### config.mk
export PLATFORM = sky130hd
export DESIGN_NAME = cwcs_top
export DESIGN_NICKNAME = d
export VERILOG_FILES = /design/src/hw/cwcs_pkg.sv /design/src/hw/cwcs_top.sv
export SDC_FILE = /design/constraint.sdc
export NUM_CORES = 1
export LEC_CHECK = 0
export BUFFER_PORTS_ARGS = -buffer_cell sky130_fd_sc_hd__buf_2
export CORE_MARGIN = 5
export CORE_UTILIZATION = 33
export CTS_CLUSTER_SIZE = 14
export DETAILED_ROUTE_END_ITERATION = 16
export SLEW_MARGIN = 20
export SYNTH_ARGS = -nofsm -noshare
export SYNTH_HDL_FRONTEND = slang
export SYNTH_SLANG_ARGS = --single-unit
### constraint.sdc
create_clock -name clock -period 2.4 [get_ports clock]
set_input_delay 0.6 -clock clock [delete_from_list [all_inputs] [get_ports clock]]
set_output_delay 0.6 -clock clock [all_outputs]
set_load 0.1 [all_outputs]
### src/hw/cwcs_pkg.sv
// Package for the configuration word and clock select block.
// Assumes a 25 MHz system clock and a 32-bit APB register bus.
package cwcs_pkg;

    // Clock rate of the block in kHz.
    localparam int CLK_KHZ = 25000;

    // Register indexes; byte address is four times the index.
    localparam logic [15:0] IDX_CONFIG = 16'h2007;
    localparam logic [15:0] IDX_POWER_CTRL = 16'h0010;
    localparam logic [15:0] IDX_STATUS = 16'h0011;

    // Configuration word field positions.
    localparam int CFG_W = 14;
    localparam int POS_CP_HI = 12;
    localparam int POS_TRIP = 10;
    localparam int POS_CP_LO = 8;
    localparam int POS_UNIMPL = 7;
    localparam int POS_BOR_EN = 6;
    localparam int POS_MASTER_CLEAR_INPUT_FN = 5;
    localparam int POS_POWERUP_DELAY_TIMER_N = 4;
    localparam int POS_WDT_EN = 3;
    localparam int POS_OSC = 0;

    // Speed bit position in the power control register and its reset value.
    localparam int POS_SPEED = 3;
    localparam logic SPEED_RESET = 1'b0;

    // Oscillator rates in kHz, nominal.
    localparam int FAST_KHZ = 4000;
    localparam int SLOW_KHZ = 37;
    localparam int FAST_DIV = CLK_KHZ / FAST_KHZ;
    localparam int SLOW_DIV = CLK_KHZ / SLOW_KHZ;

    // Stall windows in ns (least figures) and their cycle counts, rounded up.
    localparam int STALL_TO_SLOW_NS = 100000;
    localparam int STALL_TO_FAST_NS = 1250;
    localparam int STALL_TO_SLOW_CYC = (STALL_TO_SLOW_NS * (CLK_KHZ / 1000) + 999) / 1000;
    localparam int STALL_TO_FAST_CYC = (STALL_TO_FAST_NS * (CLK_KHZ / 1000) + 999) / 1000;

    // Power-up delay in us and crystal startup length in crystal cycles.
    localparam int POWERUP_US = 72000;
    localparam int POWERUP_CYC = POWERUP_US * (CLK_KHZ / 1000);
    localparam int XTAL_STARTUP_TICKS = 1024;

    // Oscillator modes as coded in the configuration word.
    typedef enum logic [2:0] {
        OSC_LOW_POWER_CRYSTAL = 3'h0,
        OSC_STANDARD_CRYSTAL = 3'h1,
        OSC_HIGH_SPEED_CRYSTAL = 3'h2,
        OSC_EXTERNAL_CLOCK = 3'h3,
        OSC_INTERNAL_RC = 3'h4,
        OSC_INTERNAL_RC_QUARTER_CLOCK_OUTPUT = 3'h5,
        OSC_RESISTOR = 3'h6,
        OSC_RESISTOR_QUARTER_CLOCK_OUTPUT = 3'h7
    } cwcs_osc_mode_t;

    // Decoded configuration carried as one group.
    typedef struct packed {
        logic code_protect;
        logic [1:0] trip_select;
        logic bor_enable;
        logic reset_pin_is_master_clear_input;
        logic powerup_delay_enable_n;
        logic watchdog_enable;
        cwcs_osc_mode_t osc_mode;
    } cwcs_cfg_t;

    // Reset sequence states, Gray coded along the crystal power-up path.
    typedef enum logic [1:0] {
        SEQ_POWERUP = 2'b00,
        SEQ_STARTUP = 2'b01,
        SEQ_RUN = 2'b11,
        SEQ_BROWNOUT = 2'b10
    } cwcs_seq_t;

endpackage

### src/hw/cwcs_top.sv
// Configuration word decode, reset delay sequence and dual speed oscillator.
// Assumes synchronous pin inputs, a programmed word on config_fuses and an APB master.
//
// What this block does
// - Programmed bit reads zero, word outside program space.
// - All code protect bits one means unprotected.
// - Trip select field picks brownout trip voltage.
// - Bit six enables brownout reset.
// - Bit five selects reset pin or input.
// - Bit four low enables power-up delay.
// - Brownout always forces the power-up delay.
// - Bit three alone enables the watchdog.
// - Three-bit field decodes eight oscillator modes.
// - External clock mode frees the output pin.
// - Resistor oscillator stopped during any reset.
// - Internal 4 MHz oscillator stopped during reset.
// - Clock output runs at oscillator divided by four.
// - Clock output held low during reset.
// - Speed bit switches normal and slow rate.
// - Slow rate is fixed near 37 kHz.
// - Fast to slow stalls processor 100-300 us.
// - Slow to fast stalls processor 1.25-3.25 us.
// - Speed bit ignored outside RC modes.
// - Crystal modes wait 1024 crystal cycles.
`timescale 1ns/1ps
module cwcs_top #(
    parameter int POWERUP_CYCLES = cwcs_pkg::POWERUP_CYC
) (
    input wire logic clock,
    input wire logic srst,
    input wire logic [13:0] config_fuses,
    input wire logic por_pulse,
    input wire logic brownout_low,
    input wire logic wake_pulse,
    input wire logic crystal_tick,
    input wire logic port_a_bit5_pin,
    input wire logic psel,
    input wire logic penable,
    input wire logic pwrite,
    input wire logic [15:0] paddr,
    input wire logic [31:0] pwdata,
    output logic [31:0] prdata,
    output logic pready,
    output logic pslverr,
    output logic code_protect_bits,
    output logic [1:0] brownout_trip_select,
    output logic brownout_reset_enable,
    output logic watchdog_enable,
    output logic master_clear_input,
    output logic port_a_bit5_data,
    output logic device_in_reset,
    output logic cpu_stall,
    output logic osc_running,
    output logic osc_tick,
    output logic crystal_out_pin_o,
    output logic crystal_out_pin_oe,
    output logic port_a_bit6_gpio,
    output logic port_a_bit7_gpio,
    output logic clock_from_input_pin
);

    ////////////////////////////////////////////////////////////////////////////
    // Configuration latch and decode.

    logic cfg_valid_q;
    cwcs_pkg::cwcs_cfg_t cfg_q;
    cwcs_pkg::cwcs_cfg_t cfg_d;
    logic [13:0] word_q;
    logic crystal_mode;
    logic dual_mode;
    logic quarter_clock_output_mode;

    // Fuse bits read zero when programmed, so fields are taken as stored.
    // A mixed set of protect bits counts as protected.
    // That is the safe reading of a partly programmed part.
    // Protection stays on until software-visible state is known.
    always_comb begin
        cfg_d.code_protect = ~&{config_fuses[cwcs_pkg::POS_CP_HI +: 2],
                               config_fuses[cwcs_pkg::POS_CP_LO +: 2]};
        cfg_d.trip_select = config_fuses[cwcs_pkg::POS_TRIP +: 2];
        cfg_d.bor_enable = config_fuses[cwcs_pkg::POS_BOR_EN];
        cfg_d.reset_pin_is_master_clear_input = config_fuses[cwcs_pkg::POS_MASTER_CLEAR_INPUT_FN];
        cfg_d.powerup_delay_enable_n = config_fuses[cwcs_pkg::POS_POWERUP_DELAY_TIMER_N];
        cfg_d.watchdog_enable = config_fuses[cwcs_pkg::POS_WDT_EN];
        cfg_d.osc_mode = cwcs_pkg::cwcs_osc_mode_t'(config_fuses[cwcs_pkg::POS_OSC +: 3]);
    end

    // The word is caught once after reset release and then frozen.
    // Sampling it once keeps a later upset on the fuse lines
    // from changing modes under running code.
    always_ff @(posedge clock) begin
        if (srst) begin
            cfg_valid_q <= 1'b0;
            cfg_q <= '0;
            word_q <= '0;
        end else if (!cfg_valid_q) begin
            cfg_valid_q <= 1'b1;
            cfg_q <= cfg_d;
            word_q <= config_fuses | (14'h0001 << cwcs_pkg::POS_UNIMPL);
        end
    end

    // Mode groups derived from the oscillator field.
    // Codes four to seven are the on-chip RC sources with a speed bit.
    // The odd codes among them also drive the quarter clock pin.
    always_comb begin
        crystal_mode = cfg_q.osc_mode inside {cwcs_pkg::OSC_LOW_POWER_CRYSTAL,
            cwcs_pkg::OSC_STANDARD_CRYSTAL, cwcs_pkg::OSC_HIGH_SPEED_CRYSTAL};
        dual_mode = cfg_q.osc_mode[2];
        quarter_clock_output_mode = cfg_q.osc_mode[2] & cfg_q.osc_mode[0];
    end

    ////////////////////////////////////////////////////////////////////////////
    // Reset delay sequence.

    cwcs_pkg::cwcs_seq_t seq_q;
    logic [23:0] delay_cnt_q;
    logic [10:0] xtal_cnt_q;
    logic armed_q;
    logic master_clear_input_low;
    logic any_reset;

    // The reset pin counts only when set up as master clear.
    // Any reset stops the RC oscillators and holds the processor.
    // The clock pin is forced low for as long as it lasts.
    assign master_clear_input_low = cfg_q.reset_pin_is_master_clear_input & ~port_a_bit5_pin;
    assign any_reset = srst | ~cfg_valid_q | (seq_q != cwcs_pkg::SEQ_RUN) | master_clear_input_low;

    // Brownout holds the part, then the power-up delay runs whatever bit four says.
    // A new brownout during the delay restarts it from the full count.
    // A power-on pulse rearms the sequence, so bit four is read afresh.
    // A wake pulse reruns only the crystal count.
    always_ff @(posedge clock) begin
        if (srst) begin
            seq_q <= cwcs_pkg::SEQ_POWERUP;
            delay_cnt_q <= '0;
            xtal_cnt_q <= '0;
            armed_q <= 1'b0;
        end else if (!cfg_valid_q) begin
            armed_q <= 1'b0;
        end else if (cfg_q.bor_enable && brownout_low) begin
            seq_q <= cwcs_pkg::SEQ_BROWNOUT;
            armed_q <= 1'b0;
        end else if (por_pulse) begin
            seq_q <= cwcs_pkg::SEQ_POWERUP;
            armed_q <= 1'b0;
        end else begin
            unique case (seq_q)
                cwcs_pkg::SEQ_BROWNOUT: begin
                    seq_q <= cwcs_pkg::SEQ_POWERUP;
                    delay_cnt_q <= 24'(POWERUP_CYCLES);
                    armed_q <= 1'b1;
                end
                cwcs_pkg::SEQ_POWERUP: begin
                    if (!armed_q) begin
                        armed_q <= 1'b1;
                        delay_cnt_q <= cfg_q.powerup_delay_enable_n ? 24'h000000 : 24'(POWERUP_CYCLES);
                    end else if (delay_cnt_q != 24'h000000) begin
                        delay_cnt_q <= delay_cnt_q - 24'h000001;
                    end else if (crystal_mode) begin
                        seq_q <= cwcs_pkg::SEQ_STARTUP;
                        xtal_cnt_q <= 11'(cwcs_pkg::XTAL_STARTUP_TICKS);
                    end else begin
                        seq_q <= cwcs_pkg::SEQ_RUN;
                    end
                end
                cwcs_pkg::SEQ_STARTUP: begin
                    if (xtal_cnt_q == 11'h000) begin
                        seq_q <= cwcs_pkg::SEQ_RUN;
                    end else if (crystal_tick) begin
                        xtal_cnt_q <= xtal_cnt_q - 11'h001;
                    end
                end
                cwcs_pkg::SEQ_RUN: begin
                    if (wake_pulse && crystal_mode) begin
                        seq_q <= cwcs_pkg::SEQ_STARTUP;
                        xtal_cnt_q <= 11'(cwcs_pkg::XTAL_STARTUP_TICKS);
                    end
                end
            endcase
        end
    end

    ////////////////////////////////////////////////////////////////////////////
    // Speed control and processor stall.

    logic speed_req_q;
    logic slow_active_q;
    logic [11:0] stall_cnt_q;
    logic want_slow;

    assign want_slow = speed_req_q & dual_mode;

    // A change of effective speed starts the stall window for its direction.
    // Each window uses the short end of its range, so code resumes early.
    // A speed bit set outside the RC modes never gets here.
    // The mode mask on want_slow keeps it out.
    always_ff @(posedge clock) begin
        if (srst) begin
            slow_active_q <= 1'b0;
            stall_cnt_q <= '0;
        end else if (want_slow != slow_active_q) begin
            slow_active_q <= want_slow;
            stall_cnt_q <= want_slow ? 12'(cwcs_pkg::STALL_TO_SLOW_CYC) : 12'(cwcs_pkg::STALL_TO_FAST_CYC);
        end else if (stall_cnt_q != 12'h000) begin
            stall_cnt_q <= stall_cnt_q - 12'h001;
        end
    end

    ////////////////////////////////////////////////////////////////////////////
    // Oscillator model and quarter clock output.

    logic [9:0] osc_div_q;
    logic [1:0] quarter_q;
    logic osc_wrap;

    // The wrap test is greater-or-equal on purpose.
    // After a slow to fast switch the divider may stand above the fast limit.
    // An equality test would then run it on to its own overflow.
    assign osc_wrap = osc_div_q >= (slow_active_q ? 10'(cwcs_pkg::SLOW_DIV - 1) : 10'(cwcs_pkg::FAST_DIV - 1));

    // Only the RC style modes run here, and they stop while any reset is active.
    // Clearing the divider in reset makes the first period after release whole.
    // Crystal and external sources show no ticks here.
    always_ff @(posedge clock) begin
        if (srst || any_reset || !dual_mode) begin
            osc_div_q <= '0;
            osc_tick <= 1'b0;
            quarter_q <= '0;
        end else begin
            osc_div_q <= osc_wrap ? 10'h000 : osc_div_q + 10'h001;
            osc_tick <= osc_wrap;
            if (osc_wrap) begin
                quarter_q <= quarter_q + 2'h1;
            end
        end
    end

    // Pin ownership and status outputs, all registered.
    // The clock pin enable follows the mode even in reset.
    // The pin is then driven low rather than left floating.
    always_ff @(posedge clock) begin
        if (srst) begin
            crystal_out_pin_o <= 1'b0;
            crystal_out_pin_oe <= 1'b0;
            port_a_bit6_gpio <= 1'b0;
            port_a_bit7_gpio <= 1'b0;
            clock_from_input_pin <= 1'b0;
            osc_running <= 1'b0;
            device_in_reset <= 1'b1;
            cpu_stall <= 1'b0;
        end else begin
            crystal_out_pin_o <= quarter_clock_output_mode & ~any_reset & quarter_q[1];
            crystal_out_pin_oe <= quarter_clock_output_mode;
            port_a_bit6_gpio <= ~crystal_mode & ~quarter_clock_output_mode;
            port_a_bit7_gpio <= cfg_q.osc_mode inside {cwcs_pkg::OSC_INTERNAL_RC, cwcs_pkg::OSC_INTERNAL_RC_QUARTER_CLOCK_OUTPUT};
            clock_from_input_pin <= cfg_q.osc_mode == cwcs_pkg::OSC_EXTERNAL_CLOCK;
            osc_running <= dual_mode & ~any_reset;
            device_in_reset <= any_reset;
            cpu_stall <= (want_slow != slow_active_q) || (stall_cnt_q > 12'h001);
        end
    end

    // Configuration outputs taken from the frozen copy.
    // Until the word is latched, protection reads as on.
    // Nothing can read program memory right after reset.
    always_ff @(posedge clock) begin
        if (srst) begin
            code_protect_bits <= 1'b1;
            brownout_trip_select <= '0;
            brownout_reset_enable <= 1'b0;
            watchdog_enable <= 1'b0;
            master_clear_input <= 1'b1;
            port_a_bit5_data <= 1'b0;
        end else begin
            code_protect_bits <= cfg_q.code_protect | ~cfg_valid_q;
            brownout_trip_select <= cfg_q.trip_select;
            brownout_reset_enable <= cfg_q.bor_enable;
            watchdog_enable <= cfg_q.watchdog_enable;
            master_clear_input <= ~master_clear_input_low;
            port_a_bit5_data <= cfg_q.reset_pin_is_master_clear_input ? 1'b0 : port_a_bit5_pin;
        end
    end

    ////////////////////////////////////////////////////////////////////////////
    // APB slave: one wait-free access phase, writes to the word are ignored.

    logic setup;
    logic [15:0] idx;
    logic hit;
    logic [31:0] rd_d;

    assign setup = psel & ~penable;
    assign idx = {2'b00, paddr[15:2]};

    // Read mux for the three registers.
    // Unaligned or unmapped addresses give an error and zero data.
    // Writes to the word or the status register are taken and dropped.
    // The fuse image can never be altered over the bus.
    always_comb begin
        hit = 1'b1;
        rd_d = '0;
        if (paddr[1:0] != 2'b00) begin
            hit = 1'b0;
        end else if (idx == cwcs_pkg::IDX_CONFIG) begin
            rd_d = {18'h00000, word_q};
        end else if (idx == cwcs_pkg::IDX_POWER_CTRL) begin
            rd_d = 32'(speed_req_q) << cwcs_pkg::POS_SPEED;
        end else if (idx == cwcs_pkg::IDX_STATUS) begin
            rd_d = {26'h0000000, slow_active_q, cpu_stall, osc_running, device_in_reset, seq_q};
        end else begin
            hit = 1'b0;
        end
    end

    // Answer is prepared in the setup cycle and stands for the access cycle.
    // This gives zero wait states, with pready high for one cycle.
    // Read data is zero in write cycles, so no stale word lingers.
    always_ff @(posedge clock) begin
        if (srst) begin
            pready <= 1'b0;
            prdata <= '0;
            pslverr <= 1'b0;
        end else begin
            pready <= setup;
            prdata <= (setup && !pwrite) ? rd_d : 32'h00000000;
            pslverr <= setup & ~hit;
        end
    end

    // Speed bit write takes effect at the completing edge only.
    // A refused access leaves the speed bit untouched.
    // The bit is kept in every mode but acts only in the RC modes.
    always_ff @(posedge clock) begin
        if (srst) begin
            speed_req_q <= cwcs_pkg::SPEED_RESET;
        end else if (psel && penable && pready && pwrite && !pslverr && idx == cwcs_pkg::IDX_POWER_CTRL) begin
            speed_req_q <= pwdata[cwcs_pkg::POS_SPEED];
        end
    end

endmodule

==> metrics.txt <==
status=complete, no violations; Vias/cell=4.77; Ports=122; chip height=135 µm; Synth warnings=0; core area=15300 µm²; worst slew pin tran=614 ps; worst setup slack after layout=198 ps; GRT Total Usage=13.0%; CP Launch Type=flip-flop; crit path cell chain=nor4_4, nand4_4, o21bai_4, nand4b_4, or4_1, a21oi_1; leading cell type in the layout, fill and taps excluded=dfxtp_1; PD cells=782 nW/µm²; initial antenna violation count=0; area of the multi-input gates=2700 µm²; clock sink total=112; fin. max-slew vios=0; PortBufs=71; Placer Congestion=0.841; final hold violation count=0; crit end category=flip-flop; CTS max path bufs=2; RR Startpoint=delay_cnt_q[16]; Root Driver=clkbuf_16; post-route ant nets=0; Tightest Hold Check Type=reg -> reg; vias in the first global route=4069; drt total wl=11.6 mm; # DRC=0; clock skew=about 8.6 ps; Post-Syn Area=between 5000 and 6000 µm²; Max-cap violations=0; cell count after synthesis=575; setup TNS=0 ps; post-synth top area cell=dfxtp_1; Reg2Reg Depth=6; post-synth top area share=approximately 43%; critical path required time=around 2700 ps; critical path endpoint=xtal_cnt_q[9]; CTS tree=done; asr flop ratio synth=0%; Seq/Total Area, Yosys=43.3%; Most used DFF post-synth=dfxtp_1; Setup CP Type=reg -> reg; placed insts=863; worst-path maximum fanout=9; Pleak=0.00254 µW; Starting DRT DRC Count=203; commonest cells after routing, fill and taps aside=dfxtp_1, nor2_1, buf_2, nand2_1, buf_4; die width=about 140 µm; total CTS buffers=9; ANT cells=0; normalized max-slew margin=58.8%; CP max stage delay=470 ps; area delta synth->final=18.1%; Layout Nets=749; Synth Register Bits=112; synth top area cells=dfxtp_1, nor2_1, xor2_1; share of layout cells above drive strength 1=19.8%; routed len/inst=13.2 µm; final core occ=39.9%; grt ovf=0; Worst-path clk slew=70 ps; clk_lat worst skew=350 ps; vias=around 4200; unrepaired setup endpoints after global routing=false; Slowest-stage cell, CP=nor4_4; fill count=approximately 1500; Final Cycle Share=91.8%; syn_area_per_cell=roughly 9 µm²; reg2reg setup slack=200 ps; crit path from=delay_cnt_q[16]; endpoints failing setup=0; largest net degree at the start of global routing=20; First-pass DRT Iterations=4; Register Area=2240 µm²; first-pass GRT wire length=slightly below 20 mm; crit path DAT=2470 ps; Min-Delay Startpoint=cfg_q[9]; pre-CTS WS=roughly 55 ps; # H-tree levels=3; f_max=454 MHz; Distinct cells, synth=60; Initial Util=33.8%; maximum vdd drop=361 µV; Die ar.=18300 µm²; DP HPWL=8.72 mm; minimum clock period=2200 ps; EDFF count, synth=0; Finished Layout Cells=879; r2r endpoint=xtal_cnt_q[9]; row cnt=45
[layout make-up]
| cell class | count | share of cell area, % |
|---|---|---|
| multi-input combinational | 422 | 44.2 |
| clock buffer | 14 | 4.15 |
| clock inverter | 2 | 0.246 |
| timing repair buffer | 99 | 9.25 |
| inverter | 19 | 1.17 |
| tap | 211 | 4.32 |
| sequential | 112 | 36.7 |
[through the flow]
step	total power (µW)	hold slack (ps)	cell area (µm²)
final	4780	435	6110
after global routing	5060	466	6110
after CTS	4820	436	6100
after detailed placement	3430	417	5830
after global placement	3390	412	5830
after floorplan	3150	401	5240
[per-layer routing]
layer	GRT usage (%)	vias up	routed length (µm)
li1	-	2153	-
met1	16.7	1961	5510
met2	21.4	69	5550
met3	3.79	6	470
met4	3.36	0	95
met5	0	-	0
[power by group]
group | total [µW] | internal [µW] | switching [µW]
Combinational | 1280 | 480 | 799
Clock | 1380 | 735 | 648
Sequential | 2120 | 1990 | 131
Total | 4780 | 3210 | 1580
[timing repair]
item                                    4_1_cts  5_1_grt
buffers inserted                              0        0
hold buffers                                  0        0
resized for setup                             0        3
endpoints found under the setup margin        0       10
[cells by family after synthesis]
logic type               synth area share [%]
buffers and inverters                    5.99
other                                  0.0724
flip-flops                               43.3
AO/OA/AOI/OAI                            10.3
XOR/XNOR                                 6.43
AND/OR/NAND/NOR                          26.5
adder cells (fa/ha/maj)                  4.16
multiplexers                             3.31
[worst min path at each step]
stage | end | cells after the start
2_1_floorplan | code_protect_bits | 2
3_3_place_gp | code_protect_bits | 2
3_5_place_dp | code_protect_bits | 2
4_1_cts | code_protect_bits | 2
5_1_grt | code_protect_bits | 2
6_report | code_protect_bits | 2
[cells in the mapped netlist (all sizes together) (2+ instances only)]
master,count
nand3b,2
and3,5
o21ai,17
o211ai,3
nand2,36
nand2b,4
nor3,17
nand3,23
and2,11
or4,8
nand4b,4
dfxtp,112
nor4b,3
mux2i,16
o21a,4
maj3,4
nor4,17
nor3b,6
a221oi,4
nor2b,8
o31ai,5
a41oi,2
or2,3
xor2,22
buf,29
or3,3
xnor2,16
inv,19
nand4,12
clkbuf,10
o22ai,3
a31oi,5
a21oi,19
a211oi,4
a22o,5
ha,14
nor2,89
[registers in the layout, indices dropped and copies added (netlist names), 2 cells and up]
signal,flops
brownout_trip_select,2
xtal_cnt_q,11
osc_div_q,10
word_q,11
stall_cnt_q,12
delay_cnt_q,24
prdata,14
cfg_q,4
seq_q,2
quarter_q,2
[worst max-delay path, delay by kind of cell, from the launching register on]
family | cells | cell delay [ps]
and+or+nand+nor | 4 | 1260
AOI/OAI and AO/OA | 2 | 480
DFF | 1 | 390
Power figures use the tool's default switching activity.
